## src/rld_pkg.sv

```systemverilog
// Constants and types shared by the receive look-ahead DMA block
package rld_pkg;
  // ==========================================================
  // Register offsets
  localparam logic [7:0] REG_CTRL = 8'h00;
  localparam logic [7:0] REG_FEAT = 8'h04;
  localparam logic [7:0] REG_BASE = 8'h08;
  localparam logic [7:0] REG_LEN = 8'h0c;
  localparam logic [7:0] REG_STAT = 8'h10;
  // ==========================================================
  // Field positions
  localparam int CTRL_RUN = 0;
  localparam int CTRL_RECEIVE_INTERRUPT_FLAG = 1;
  localparam int CTRL_BUFFER_SHORTFALL_ERROR = 2;
  localparam int CTRL_MISS = 3;
  localparam int FEAT_LAE = 5;
  // ==========================================================
  // Reset values, start threshold and descriptor layout
  localparam logic [31:0] BASE_RST = 32'h0000_0000;
  localparam logic [7:0] LEN_RST = 8'h01;
  localparam logic [11:0] LOOK_THRESH = 12'h040;
  localparam logic [31:0] DESC_STRIDE_SH = 32'h0000_0003;
  localparam logic [31:0] DESC_FLAGS_OFS = 32'h0000_0004;
  // ==========================================================
  // Types
  typedef struct packed {
    logic own;
    logic err;
    logic [3:0] rsv;
    logic frame_start_flag;
    logic frame_end_flag;
    logic [11:0] cnt;
    logic [11:0] size;
  } rld_desc_s;
  typedef struct packed {
    logic we;
    logic [31:0] addr;
    logic [31:0] wdata;
    logic [3:0] be;
  } rld_bus_s;
  typedef struct packed {
    logic valid;
    logic [7:0] data;
    logic last;
    logic err;
  } rld_rx_s;
endpackage

```

## src/rld_dma.sv

```systemverilog
// Receive descriptor walker and frame data DMA with look-ahead mode
//
// Decided for this implementation: the register addresses and register access over APB.
`timescale 1ns/10ps
`default_nettype none
module rld_dma
  import rld_pkg::*;
#(
  parameter int FIFO_DEPTH = 128
) (
  input wire logic pclk,
  input wire logic presetn,
  input wire logic [7:0] paddr,
  input wire logic psel,
  input wire logic penable,
  input wire logic pwrite,
  input wire logic [31:0] pwdata,
  output logic [31:0] prdata,
  output logic pready,
  output logic pslverr,
  input wire rld_rx_s rx_in,
  output logic mem_req,
  output rld_bus_s mem_cmd,
  input wire logic mem_ack,
  input wire logic [31:0] mem_rdata,
  output logic rx_irq
);
  localparam int AW = $clog2(FIFO_DEPTH);
  // ==========================================================
  // Elaboration checks
  if (FIFO_DEPTH <= 64 || (FIFO_DEPTH & (FIFO_DEPTH - 1)) != 0) begin : g_chk
    $error("FIFO_DEPTH must be a power of two above 64");
  end
  typedef enum logic [3:0] {
    S_IDLE, S_POLL1, S_POLL0, S_DISC, S_WAIT, S_LOOK1, S_LOOK0, S_DATA, S_WB
  } rld_state_e;
  rld_state_e st_q;
  logic run_q, lae_q, receive_interrupt_flag_q, buffer_shortfall_error_q, miss_q, irq_q;
  logic [31:0] base_q;
  logic [7:0] len_q;
  logic pready_q, pslverr_q;
  logic [31:0] prdata_q;
  logic req_q;
  rld_bus_s cmd_q;
  logic [7:0] idx_q, cur_idx_q, nxt_idx_q;
  logic [31:0] cur_addr_q, nxt_addr_q;
  logic [11:0] cur_left_q, cur_size_q, cur_cnt_q, nxt_size_q;
  logic cur_first_q, nxt_own_q, retry_q;
  logic wb_last_q, wb_err_q;
  rld_desc_s fl_q;
  logic ours_q, byte_v_q;
  logic ev_receive_interrupt_flag_q, ev_buffer_shortfall_error_q;
  logic [AW:0] wr_ptr_q, rd_ptr_q;
  logic in_frame_q, rx_done_q, rx_bad_q;
  logic [11:0] rx_cnt_q;
  logic [7:0] ram_q;
  // ==========================================================
  // Register bus decode
  wire apb_setup = psel & ~penable;
  wire apb_wr = psel & penable & pready_q & pwrite;
  wire hit_ctrl = paddr == REG_CTRL;
  wire hit_feat = paddr == REG_FEAT;
  wire hit_base = paddr == REG_BASE;
  wire hit_len = paddr == REG_LEN;
  wire hit_stat = paddr == REG_STAT;
  wire mapped = hit_ctrl | hit_feat | hit_base | hit_len | hit_stat;
  wire [31:0] ctrl_rd = {28'h0, miss_q, buffer_shortfall_error_q, receive_interrupt_flag_q, run_q};
  wire [31:0] feat_rd = {26'h0, lae_q, 5'h0};
  wire [31:0] stat_rd = {16'h0, 3'h0, nxt_own_q, 3'h0, ours_q, idx_q};
  wire [31:0] rd_mux = hit_ctrl ? ctrl_rd :
                       hit_feat ? feat_rd :
                       hit_base ? base_q :
                       hit_len ? {24'h0, len_q} :
                       hit_stat ? stat_rd : 32'h0;
  wire w_ctrl = apb_wr & hit_ctrl;
  always_ff @(posedge pclk or negedge presetn) begin
    if (!presetn) begin
      pready_q <= 1'b0;
      pslverr_q <= 1'b0;
      prdata_q <= 32'h0;
    end else begin
      pready_q <= apb_setup;
      pslverr_q <= apb_setup & ~mapped;
      prdata_q <= apb_setup ? rd_mux : 32'h0;
    end
  end
  // ==========================================================
  // Control and flags; a hardware set wins over a clear
  wire rx_first = rx_in.valid & ~in_frame_q;
  wire first_take = rx_first & (st_q == S_WAIT) & ~ours_q;
  wire ev_miss = rx_first & ~first_take;
  always_ff @(posedge pclk or negedge presetn) begin
    if (!presetn) begin
      run_q <= 1'b0;
      lae_q <= 1'b0;
      base_q <= BASE_RST;
      len_q <= LEN_RST;
    end else if (apb_wr) begin
      if (hit_ctrl) run_q <= pwdata[CTRL_RUN];
      if (hit_feat) lae_q <= pwdata[FEAT_LAE];
      if (hit_base) base_q <= pwdata;
      if (hit_len) len_q <= pwdata[7:0];
    end
  end
  always_ff @(posedge pclk or negedge presetn) begin
    if (!presetn) begin
      receive_interrupt_flag_q <= 1'b0;
      buffer_shortfall_error_q <= 1'b0;
      miss_q <= 1'b0;
      irq_q <= 1'b0;
    end else begin
      receive_interrupt_flag_q <= ev_receive_interrupt_flag_q | (receive_interrupt_flag_q & ~(w_ctrl & pwdata[CTRL_RECEIVE_INTERRUPT_FLAG]));
      buffer_shortfall_error_q <= ev_buffer_shortfall_error_q | (buffer_shortfall_error_q & ~(w_ctrl & pwdata[CTRL_BUFFER_SHORTFALL_ERROR]));
      miss_q <= ev_miss | (miss_q & ~(w_ctrl & pwdata[CTRL_MISS]));
      irq_q <= receive_interrupt_flag_q;
    end
  end
  // ==========================================================
  // Network side: frames are taken only when a descriptor waits
  wire [AW:0] fifo_lvl = wr_ptr_q - rd_ptr_q;
  wire fifo_empty = fifo_lvl == '0;
  wire fifo_full = fifo_lvl[AW];
  wire rx_keep = in_frame_q ? ours_q & ~rx_bad_q : first_take;
  wire rx_take = rx_in.valid & rx_keep;
  wire ram_we = rx_take & ~fifo_full;
  always_ff @(posedge pclk or negedge presetn) begin
    if (!presetn) begin
      in_frame_q <= 1'b0;
      wr_ptr_q <= '0;
      rx_cnt_q <= 12'h0;
      rx_done_q <= 1'b0;
      rx_bad_q <= 1'b0;
    end else begin
      if (rx_in.valid) in_frame_q <= ~rx_in.last;
      if (ram_we) wr_ptr_q <= wr_ptr_q + 1'b1;
      if (first_take) begin
        rx_cnt_q <= 12'h1;
        rx_done_q <= rx_in.last;
        rx_bad_q <= rx_in.err;
      end else if (rx_take) begin
        rx_cnt_q <= rx_cnt_q + 12'h1;
        rx_done_q <= rx_in.last;
        rx_bad_q <= rx_in.err | fifo_full;
      end
    end
  end
  wire ram_re = (st_q == S_DATA) & ~req_q & ~byte_v_q & ~fifo_empty;
  rld_ram #(
    .DW(8),
    .DEPTH(FIFO_DEPTH)
  ) u_ram (
    .clk(pclk),
    .rst_n(presetn),
    .we(ram_we),
    .waddr(wr_ptr_q[AW-1:0]),
    .wdata(rx_in.data),
    .re(ram_re),
    .raddr(rd_ptr_q[AW-1:0]),
    .rdata(ram_q)
  );
  // ==========================================================
  // Ring walk helpers
  function automatic logic [7:0] nx(input logic [7:0] i);
    nx = (i >= len_q - 8'h01) ? 8'h00 : i + 8'h01;
  endfunction
  function automatic logic [31:0] dsc(input logic [7:0] i);
    dsc = base_q + ({24'h0, i} << DESC_STRIDE_SH);
  endfunction
  wire rld_desc_s rd_desc = mem_rdata;
  wire ack = req_q & mem_ack;
  wire start_ok = ours_q & ((rx_cnt_q >= LOOK_THRESH) | rx_done_q |
                  rx_bad_q);
  wire drained = rx_done_q & fifo_empty & ~byte_v_q;
  wire rld_desc_s wb_word = '{own: 1'b0, err: wb_err_q, rsv: 4'h0,
                              frame_start_flag: cur_first_q, frame_end_flag: ~wb_err_q,
                              cnt: cur_cnt_q, size: cur_size_q};
  wire [31:0] wb_data = wb_last_q ? wb_word : {wb_word[31:25], 1'b0,
                        wb_word[23:0]};
  // ==========================================================
  // Descriptor and data engine
  always_ff @(posedge pclk or negedge presetn) begin
    if (!presetn) begin
      st_q <= S_IDLE;
      req_q <= 1'b0;
      cmd_q <= '0;
      idx_q <= 8'h0;
      cur_idx_q <= 8'h0;
      nxt_idx_q <= 8'h0;
      cur_addr_q <= 32'h0;
      nxt_addr_q <= 32'h0;
      cur_left_q <= 12'h0;
      cur_size_q <= 12'h0;
      cur_cnt_q <= 12'h0;
      nxt_size_q <= 12'h0;
      cur_first_q <= 1'b0;
      nxt_own_q <= 1'b0;
      retry_q <= 1'b0;
      wb_last_q <= 1'b0;
      wb_err_q <= 1'b0;
      fl_q <= '0;
      ours_q <= 1'b0;
      byte_v_q <= 1'b0;
      rd_ptr_q <= '0;
      ev_receive_interrupt_flag_q <= 1'b0;
      ev_buffer_shortfall_error_q <= 1'b0;
    end else begin
      ev_receive_interrupt_flag_q <= 1'b0;
      ev_buffer_shortfall_error_q <= 1'b0;
      if (ack) req_q <= 1'b0;
      if (first_take) ours_q <= 1'b1;
      if (ram_re) begin
        rd_ptr_q <= rd_ptr_q + 1'b1;
        byte_v_q <= 1'b1;
      end
      case (st_q)
        S_IDLE: begin
          if (run_q) st_q <= S_POLL1;
        end
        S_POLL1: begin
          if (!req_q && !run_q) begin
            st_q <= S_IDLE;
          end else if (!req_q) begin
            req_q <= 1'b1;
            cmd_q <= '{we: 1'b0, addr: dsc(idx_q) + DESC_FLAGS_OFS,
                       wdata: 32'h0, be: 4'hf};
          end else if (ack) begin
            fl_q <= rd_desc;
            if (rd_desc.own && (rd_desc.frame_start_flag || !lae_q)) begin
              st_q <= S_POLL0;
            end else if (rd_desc.own) begin
              st_q <= S_DISC;
            end else if (lae_q && !rd_desc.frame_start_flag) begin
              idx_q <= nx(idx_q);
            end
          end
        end
        S_DISC: begin
          if (!req_q) begin
            req_q <= 1'b1;
            cmd_q <= '{we: 1'b1, addr: dsc(idx_q) + DESC_FLAGS_OFS,
                       wdata: {1'b0, fl_q[30:0]}, be: 4'hf};
          end else if (ack) begin
            idx_q <= nx(idx_q);
            st_q <= S_POLL1;
          end
        end
        S_POLL0: begin
          if (!req_q) begin
            req_q <= 1'b1;
            cmd_q <= '{we: 1'b0, addr: dsc(idx_q), wdata: 32'h0,
                       be: 4'hf};
          end else if (ack) begin
            cur_addr_q <= mem_rdata;
            cur_left_q <= fl_q.size;
            cur_size_q <= fl_q.size;
            cur_cnt_q <= 12'h0;
            cur_first_q <= 1'b1;
            cur_idx_q <= idx_q;
            nxt_idx_q <= nx(idx_q);
            st_q <= S_WAIT;
          end
        end
        S_WAIT: begin
          if (start_ok) begin
            nxt_own_q <= 1'b0;
            retry_q <= 1'b0;
            st_q <= S_LOOK1;
          end
        end
        S_LOOK1: begin
          if (!req_q) begin
            req_q <= 1'b1;
            cmd_q <= '{we: 1'b0, addr: dsc(nxt_idx_q) + DESC_FLAGS_OFS,
                       wdata: 32'h0, be: 4'hf};
          end else if (ack) begin
            nxt_own_q <= rd_desc.own;
            nxt_size_q <= rd_desc.size;
            if (rd_desc.own) begin
              st_q <= S_LOOK0;
            end else if (retry_q) begin
              wb_last_q <= 1'b1;
              wb_err_q <= 1'b1;
              ev_buffer_shortfall_error_q <= 1'b1;
              st_q <= S_WB;
            end else begin
              st_q <= S_DATA;
            end
          end
        end
        S_LOOK0: begin
          if (!req_q) begin
            req_q <= 1'b1;
            cmd_q <= '{we: 1'b0, addr: dsc(nxt_idx_q), wdata: 32'h0,
                       be: 4'hf};
          end else if (ack) begin
            nxt_addr_q <= mem_rdata;
            st_q <= S_DATA;
          end
        end
        S_DATA: begin
          if (req_q) begin
            if (ack) begin
              cur_addr_q <= cur_addr_q + 32'h1;
              cur_left_q <= cur_left_q - 12'h1;
              cur_cnt_q <= cur_cnt_q + 12'h1;
              byte_v_q <= 1'b0;
            end
          end else if (rx_bad_q) begin
            wb_last_q <= 1'b1;
            wb_err_q <= 1'b1;
            st_q <= S_WB;
          end else if (drained) begin
            wb_last_q <= 1'b1;
            wb_err_q <= 1'b0;
            st_q <= S_WB;
          end else if (byte_v_q && cur_left_q == 12'h0) begin
            wb_last_q <= 1'b0;
            wb_err_q <= 1'b0;
            if (nxt_own_q) begin
              st_q <= S_WB;
            end else begin
              retry_q <= 1'b1;
              st_q <= S_LOOK1;
            end
          end else if (byte_v_q) begin
            req_q <= 1'b1;
            cmd_q <= '{we: 1'b1, addr: cur_addr_q, wdata: {4{ram_q}},
                       be: 4'h1 << cur_addr_q[1:0]};
          end
        end
        S_WB: begin
          if (!req_q) begin
            req_q <= 1'b1;
            cmd_q <= '{we: 1'b1, addr: dsc(cur_idx_q) + DESC_FLAGS_OFS,
                       wdata: wb_data, be: 4'hf};
          end else if (ack) begin
            // Early flag only in look-ahead mode; completion always
            ev_receive_interrupt_flag_q <= wb_last_q | (cur_first_q & lae_q);
            if (wb_last_q) begin
              ours_q <= first_take;
              byte_v_q <= 1'b0;
              rd_ptr_q <= wr_ptr_q;
              idx_q <= nx(cur_idx_q);
              st_q <= S_POLL1;
            end else begin
              cur_idx_q <= nxt_idx_q;
              cur_addr_q <= nxt_addr_q;
              cur_left_q <= nxt_size_q;
              cur_size_q <= nxt_size_q;
              cur_cnt_q <= 12'h0;
              cur_first_q <= 1'b0;
              nxt_idx_q <= nx(nxt_idx_q);
              nxt_own_q <= 1'b0;
              retry_q <= 1'b0;
              st_q <= S_LOOK1;
            end
          end
        end
        default: st_q <= S_IDLE;
      endcase
    end
  end
  // ==========================================================
  // Outputs
  assign prdata = prdata_q;
  assign pready = pready_q;
  assign pslverr = pslverr_q;
  assign mem_req = req_q;
  assign mem_cmd = cmd_q;
  assign rx_irq = irq_q;
endmodule // rld_dma
`default_nettype wire

```

## src/rld_ram.sv

```systemverilog
// Byte store for frame data held before it reaches host memory
`timescale 1ns/10ps
`default_nettype none
module rld_ram #(
  parameter int DW = 8,
  parameter int DEPTH = 128
) (
  input wire logic clk,
  input wire logic rst_n,
  input wire logic we,
  input wire logic [$clog2(DEPTH)-1:0] waddr,
  input wire logic [DW-1:0] wdata,
  input wire logic re,
  input wire logic [$clog2(DEPTH)-1:0] raddr,
  output logic [DW-1:0] rdata
);
  logic [DW-1:0] mem [DEPTH];
  logic [DW-1:0] rdata_q;

  always_ff @(posedge clk) begin
    if (we) begin
      mem[waddr] <= wdata;
    end
  end

  // Registered read keeps the store mappable to block RAM
  always_ff @(posedge clk or negedge rst_n) begin
    if (!rst_n) begin
      rdata_q <= '0;
    end else if (re) begin
      rdata_q <= mem[raddr];
    end
  end

  assign rdata = rdata_q;
endmodule // rld_ram
`default_nettype wire
```

## config.mk

```make
export PLATFORM = sky130hd
export DESIGN_NAME = rld_dma
export DESIGN_NICKNAME = d
export VERILOG_FILES = /design/src/rld_pkg.sv /design/src/rld_dma.sv /design/src/rld_ram.sv
export SDC_FILE = /design/constraint.sdc
export NUM_CORES = 2
export LEC_CHECK = 0
export BUFFER_PORTS_ARGS = -buffer_cell sky130_fd_sc_hd__buf_2
export CAP_MARGIN = 0
export CELL_PAD_IN_SITES_DETAIL_PLACEMENT = 1
export CELL_PAD_IN_SITES_GLOBAL_PLACEMENT = 1
export CORE_MARGIN = 3
export CORE_UTILIZATION = 57
export CTS_CLUSTER_SIZE = 30
export DETAILED_ROUTE_END_ITERATION = 10
export PLACE_DENSITY = 0.89
export SYNTH_ARGS = -nofsm -noshare
export SYNTH_HDL_FRONTEND = slang
export SYNTH_SLANG_ARGS = --single-unit
```

## constraint.sdc

```tcl
create_clock -name pclk -period 13.3 [get_ports pclk]
set_input_delay 2.66 -clock pclk [delete_from_list [all_inputs] [get_ports pclk]]
set_output_delay 2.66 -clock pclk [all_outputs]
set_load 0.1 [all_outputs]
```

==> flow_summary.toml <==
[drt]
drt_pre_antenna_iters = 8
wl_per_cell_um = 35.7
routed_wl_um = 204000
num_vias = 40844
route.detailed.drc = 0
ant_nets = 0
drt_iter0_drc = 5038
viasPerCell = 7.16

[cts]
cts_tree = "done"
hold_buffers = 0
post-cts-setup-buffer-count = 0
clk_path_buf_depth = 3
clk_pin_slew_ps = 60
ctsResizeCount = 0
clock_latency_ps = 790
htree_levels = 4
clock-sinks = 1393
clock-root-buffer = "clkbuf_16"
numCtsBuffers = 142

[power]
ir_drop_uv = 187
power.leakage_nw = 24.6
power.density_mw_per_mm2 = 193

[yosys]
synth_top_area_cell = "edfxtp_1"
ys_warn_count = 0
syn_nets = 4187
synth.area.top_cells = "edfxtp_1 50%, dfrtp_1 15%, mux4_2 12%"
synthDistinctLibCells = 79
syn_area_per_cell_um2 = 15.3
netlist_instances = 4024
synth_top_family_by_area = "multiplexers"
synth_top_area_frac = 0.499
synth_fa_ha_area_frac = 0.0154
ys_top_cells_by_count = "1,024 x edfxtp_1, 368 x dfrtp_1, 336 x mux4_2"
async_flop_share = 0.265
yosysMostFrequentCell = "edfxtp_1"
synth_xor_area_frac = 0.0229
seq_area_frac_synth = 0.649
synth_edf_count = 1024
synthesis.area_mm2 = 0.0616
ys.flop_type = "edfxtp_1"
synth.area.mux_share = 0.148
synth-simple-area-share = 0.0756
ys_ff_latch = 1393
synth_compound_area_frac = 0.0710

[global_routing]
top_usage_layer = "met2"
grt_use_met2 = 0.608
grt_pass1_wl_um = 300000
antenna_found_initial = 7
grt_usage = 0.367
grt_start_max_net_pins = 92
grt-ovfl-total = 0
grt_use_met3 = 0.0697
first_global_vias = 42210
grtUsageMet1 = 0.466

[finish]
layout.cells.non_filler = 5703
multi_input_area_mm2 = 0.0206
register_area_mm2 = 0.0400
num-nets-final = 4343
final_layout_size_suffix_gt1_frac = 0.226
fin_util = 0.641
synthToLayoutAreaGrowth_pct = 11.4
fillCellCount = 9536

[floorplan]
io_pins = 194
die_y_um = 335
initial_core_util = 0.575
rows = 120
die_x_um = 335
core-area_mm2 = 0.107
die_area_mm2 = 0.112

[setup_path]
cp-endpoint = "u_ram.mem[46][4]$_DFFE_PP_"
crit_type = "flop to flop"
cp-end-kind = "flop"
r2r_slack_ps = 7230
critical_path_required_ps = 13690
cp-start-kind = "flop"
arrival_ps = 6460
reg2reg_to = "u_ram.mem[46][4]$_DFFE_PP_"
r2r-start = "rd_ptr_q[2]$_DFF_PN0_"
reg2reg_depth = 10
worst-path-max-fanout = 67
crit_start = "rd_ptr_q[2]$_DFF_PN0_"

[timing]
clock.fmax_mhz = 165
fin_setup_tns_ps = 0
period_share = 0.456
rsz0062_at_grt = "false"
relSlewSlack = 0.0970
finClkSkew_ps = 31.1
fin_crit_ps = 6070
slew_viol_final = 0
final_hold_viol_count = 0
setup_viol = 0
worst_pin_slew_ps = 1350

[place]
detailed_place_hpwl_um = 122000
port_buffers = 193
dp_cells = 5439
gp_congestion = 0.944

[run_status]
status = "complete, no violations"

[worst_hold_path]
hold_class = "flop to flop"

[run]
cap_violations = 0
[layout make-up]
cell class,instances,area share
Sequential cell,1393,0.582
Multi-Input combinational cell,2334,0.300
Clock buffer,176,0.0549
Tap cell,1403,0.0256
Timing Repair Buffer,253,0.0211
Clock inverter,84,0.0127
Inverter,56,0.00310
Antenna cell,4,0.000146
[per-stage QoR]
step	setup slack [ps]	hold WS [ps]	total power [mW]	cell area [um2]
2_1_floorplan	8190	375	7.85	61600
3_3_place_gp	7330	411	8.87	64000
3_5_place_dp	6990	423	9.07	64000
4_1_cts	7380	436	13.2	68700
5_1_grt	7030	465	13.7	68700
6_report	7230	430	13.3	68700
[registers in the layout (all words and copies together), names as in the netlist, 4 cells and up]
name,count
base_q,32
cur_addr_q,32
cur_cnt_q,12
cur_idx_q,8
cur_left_q,12
cur_size_q,12
fl_q,31
idx_q,8
len_q,8
mem_cmd,69
nxt_addr_q,32
nxt_idx_q,8
nxt_size_q,12
prdata,32
rd_ptr_q,8
rx_cnt_q,12
st_q,4
u_ram.mem,1024
u_ram.rdata,8
wr_ptr_q,8
[layer usage]
metal,up-vias,share of wire
met1,21094,0.35
met2,2926,0.49
li1,16137,-
met3,681,0.093
met4,6,0.063
met5,-,0.00020
[cell families after synthesis]
family                   Yosys count
AND/OR/NAND/NOR                  970
XOR/XNOR                         161
flip-flops                      1393
AO/OA/AOI/OAI                    653
multiplexers                     476
buffers and inverters            297
adder cells (fa/ha/maj)           74
[how the worst min path moves through the flow]
stage               slack, ps                          startpoint          endpoint  cells after the start
floorplan                 380  receive_interrupt_flag_q$_DFF_PN0_  rx_irq$_DFF_PN0_                      0
global placement          410  receive_interrupt_flag_q$_DFF_PN0_  rx_irq$_DFF_PN0_                      0
detailed placement        420  receive_interrupt_flag_q$_DFF_PN0_  rx_irq$_DFF_PN0_                      0
CTS                       440  receive_interrupt_flag_q$_DFF_PN0_  rx_irq$_DFF_PN0_                      0
global route              470  receive_interrupt_flag_q$_DFF_PN0_  rx_irq$_DFF_PN0_                      0
finish                    430  receive_interrupt_flag_q$_DFF_PN0_  rx_irq$_DFF_PN0_                      0
[where the power goes]
group	internal (mW)	switching [mW]	total, mW
Combinational	1.29	2.34	3.63
Sequential	5.02	0.562	5.58
Clock	2.21	1.85	4.06
[worst max-delay path, stage by stage (launching register included)]
cell      delay, ps
dfrtp_2         340
buf_4           840
inv_1           260
ha_1            420
o21a_1          140
o21ai_0         420
a211oi_1        220
or3_1           410
a211oi_1        780
nand3_2         870
nor2_1          990
[cell usage in the layout, fill, tap and decap left out, drive strengths merged, types with 19 or more instances in the layout]
master	instances
a221oi	46
clkbuf	176
and3	37
a22oi	47
and2	39
ha	71
mux4	336
inv	66
mux2	125
edfxtp	1024
xnor2	96
nand2	234
clkinv	52
o22ai	19
nand2b	23
xor2	65
buf	253
a211oi	27
nor2	329
nor3	62
nor4	36
a22o	39
a21oi	113
dfrtp	368
a21o	28
o21ai	169
nand4	37
a31oi	38
nand3	76
Power figures use the tool's default switching activity.
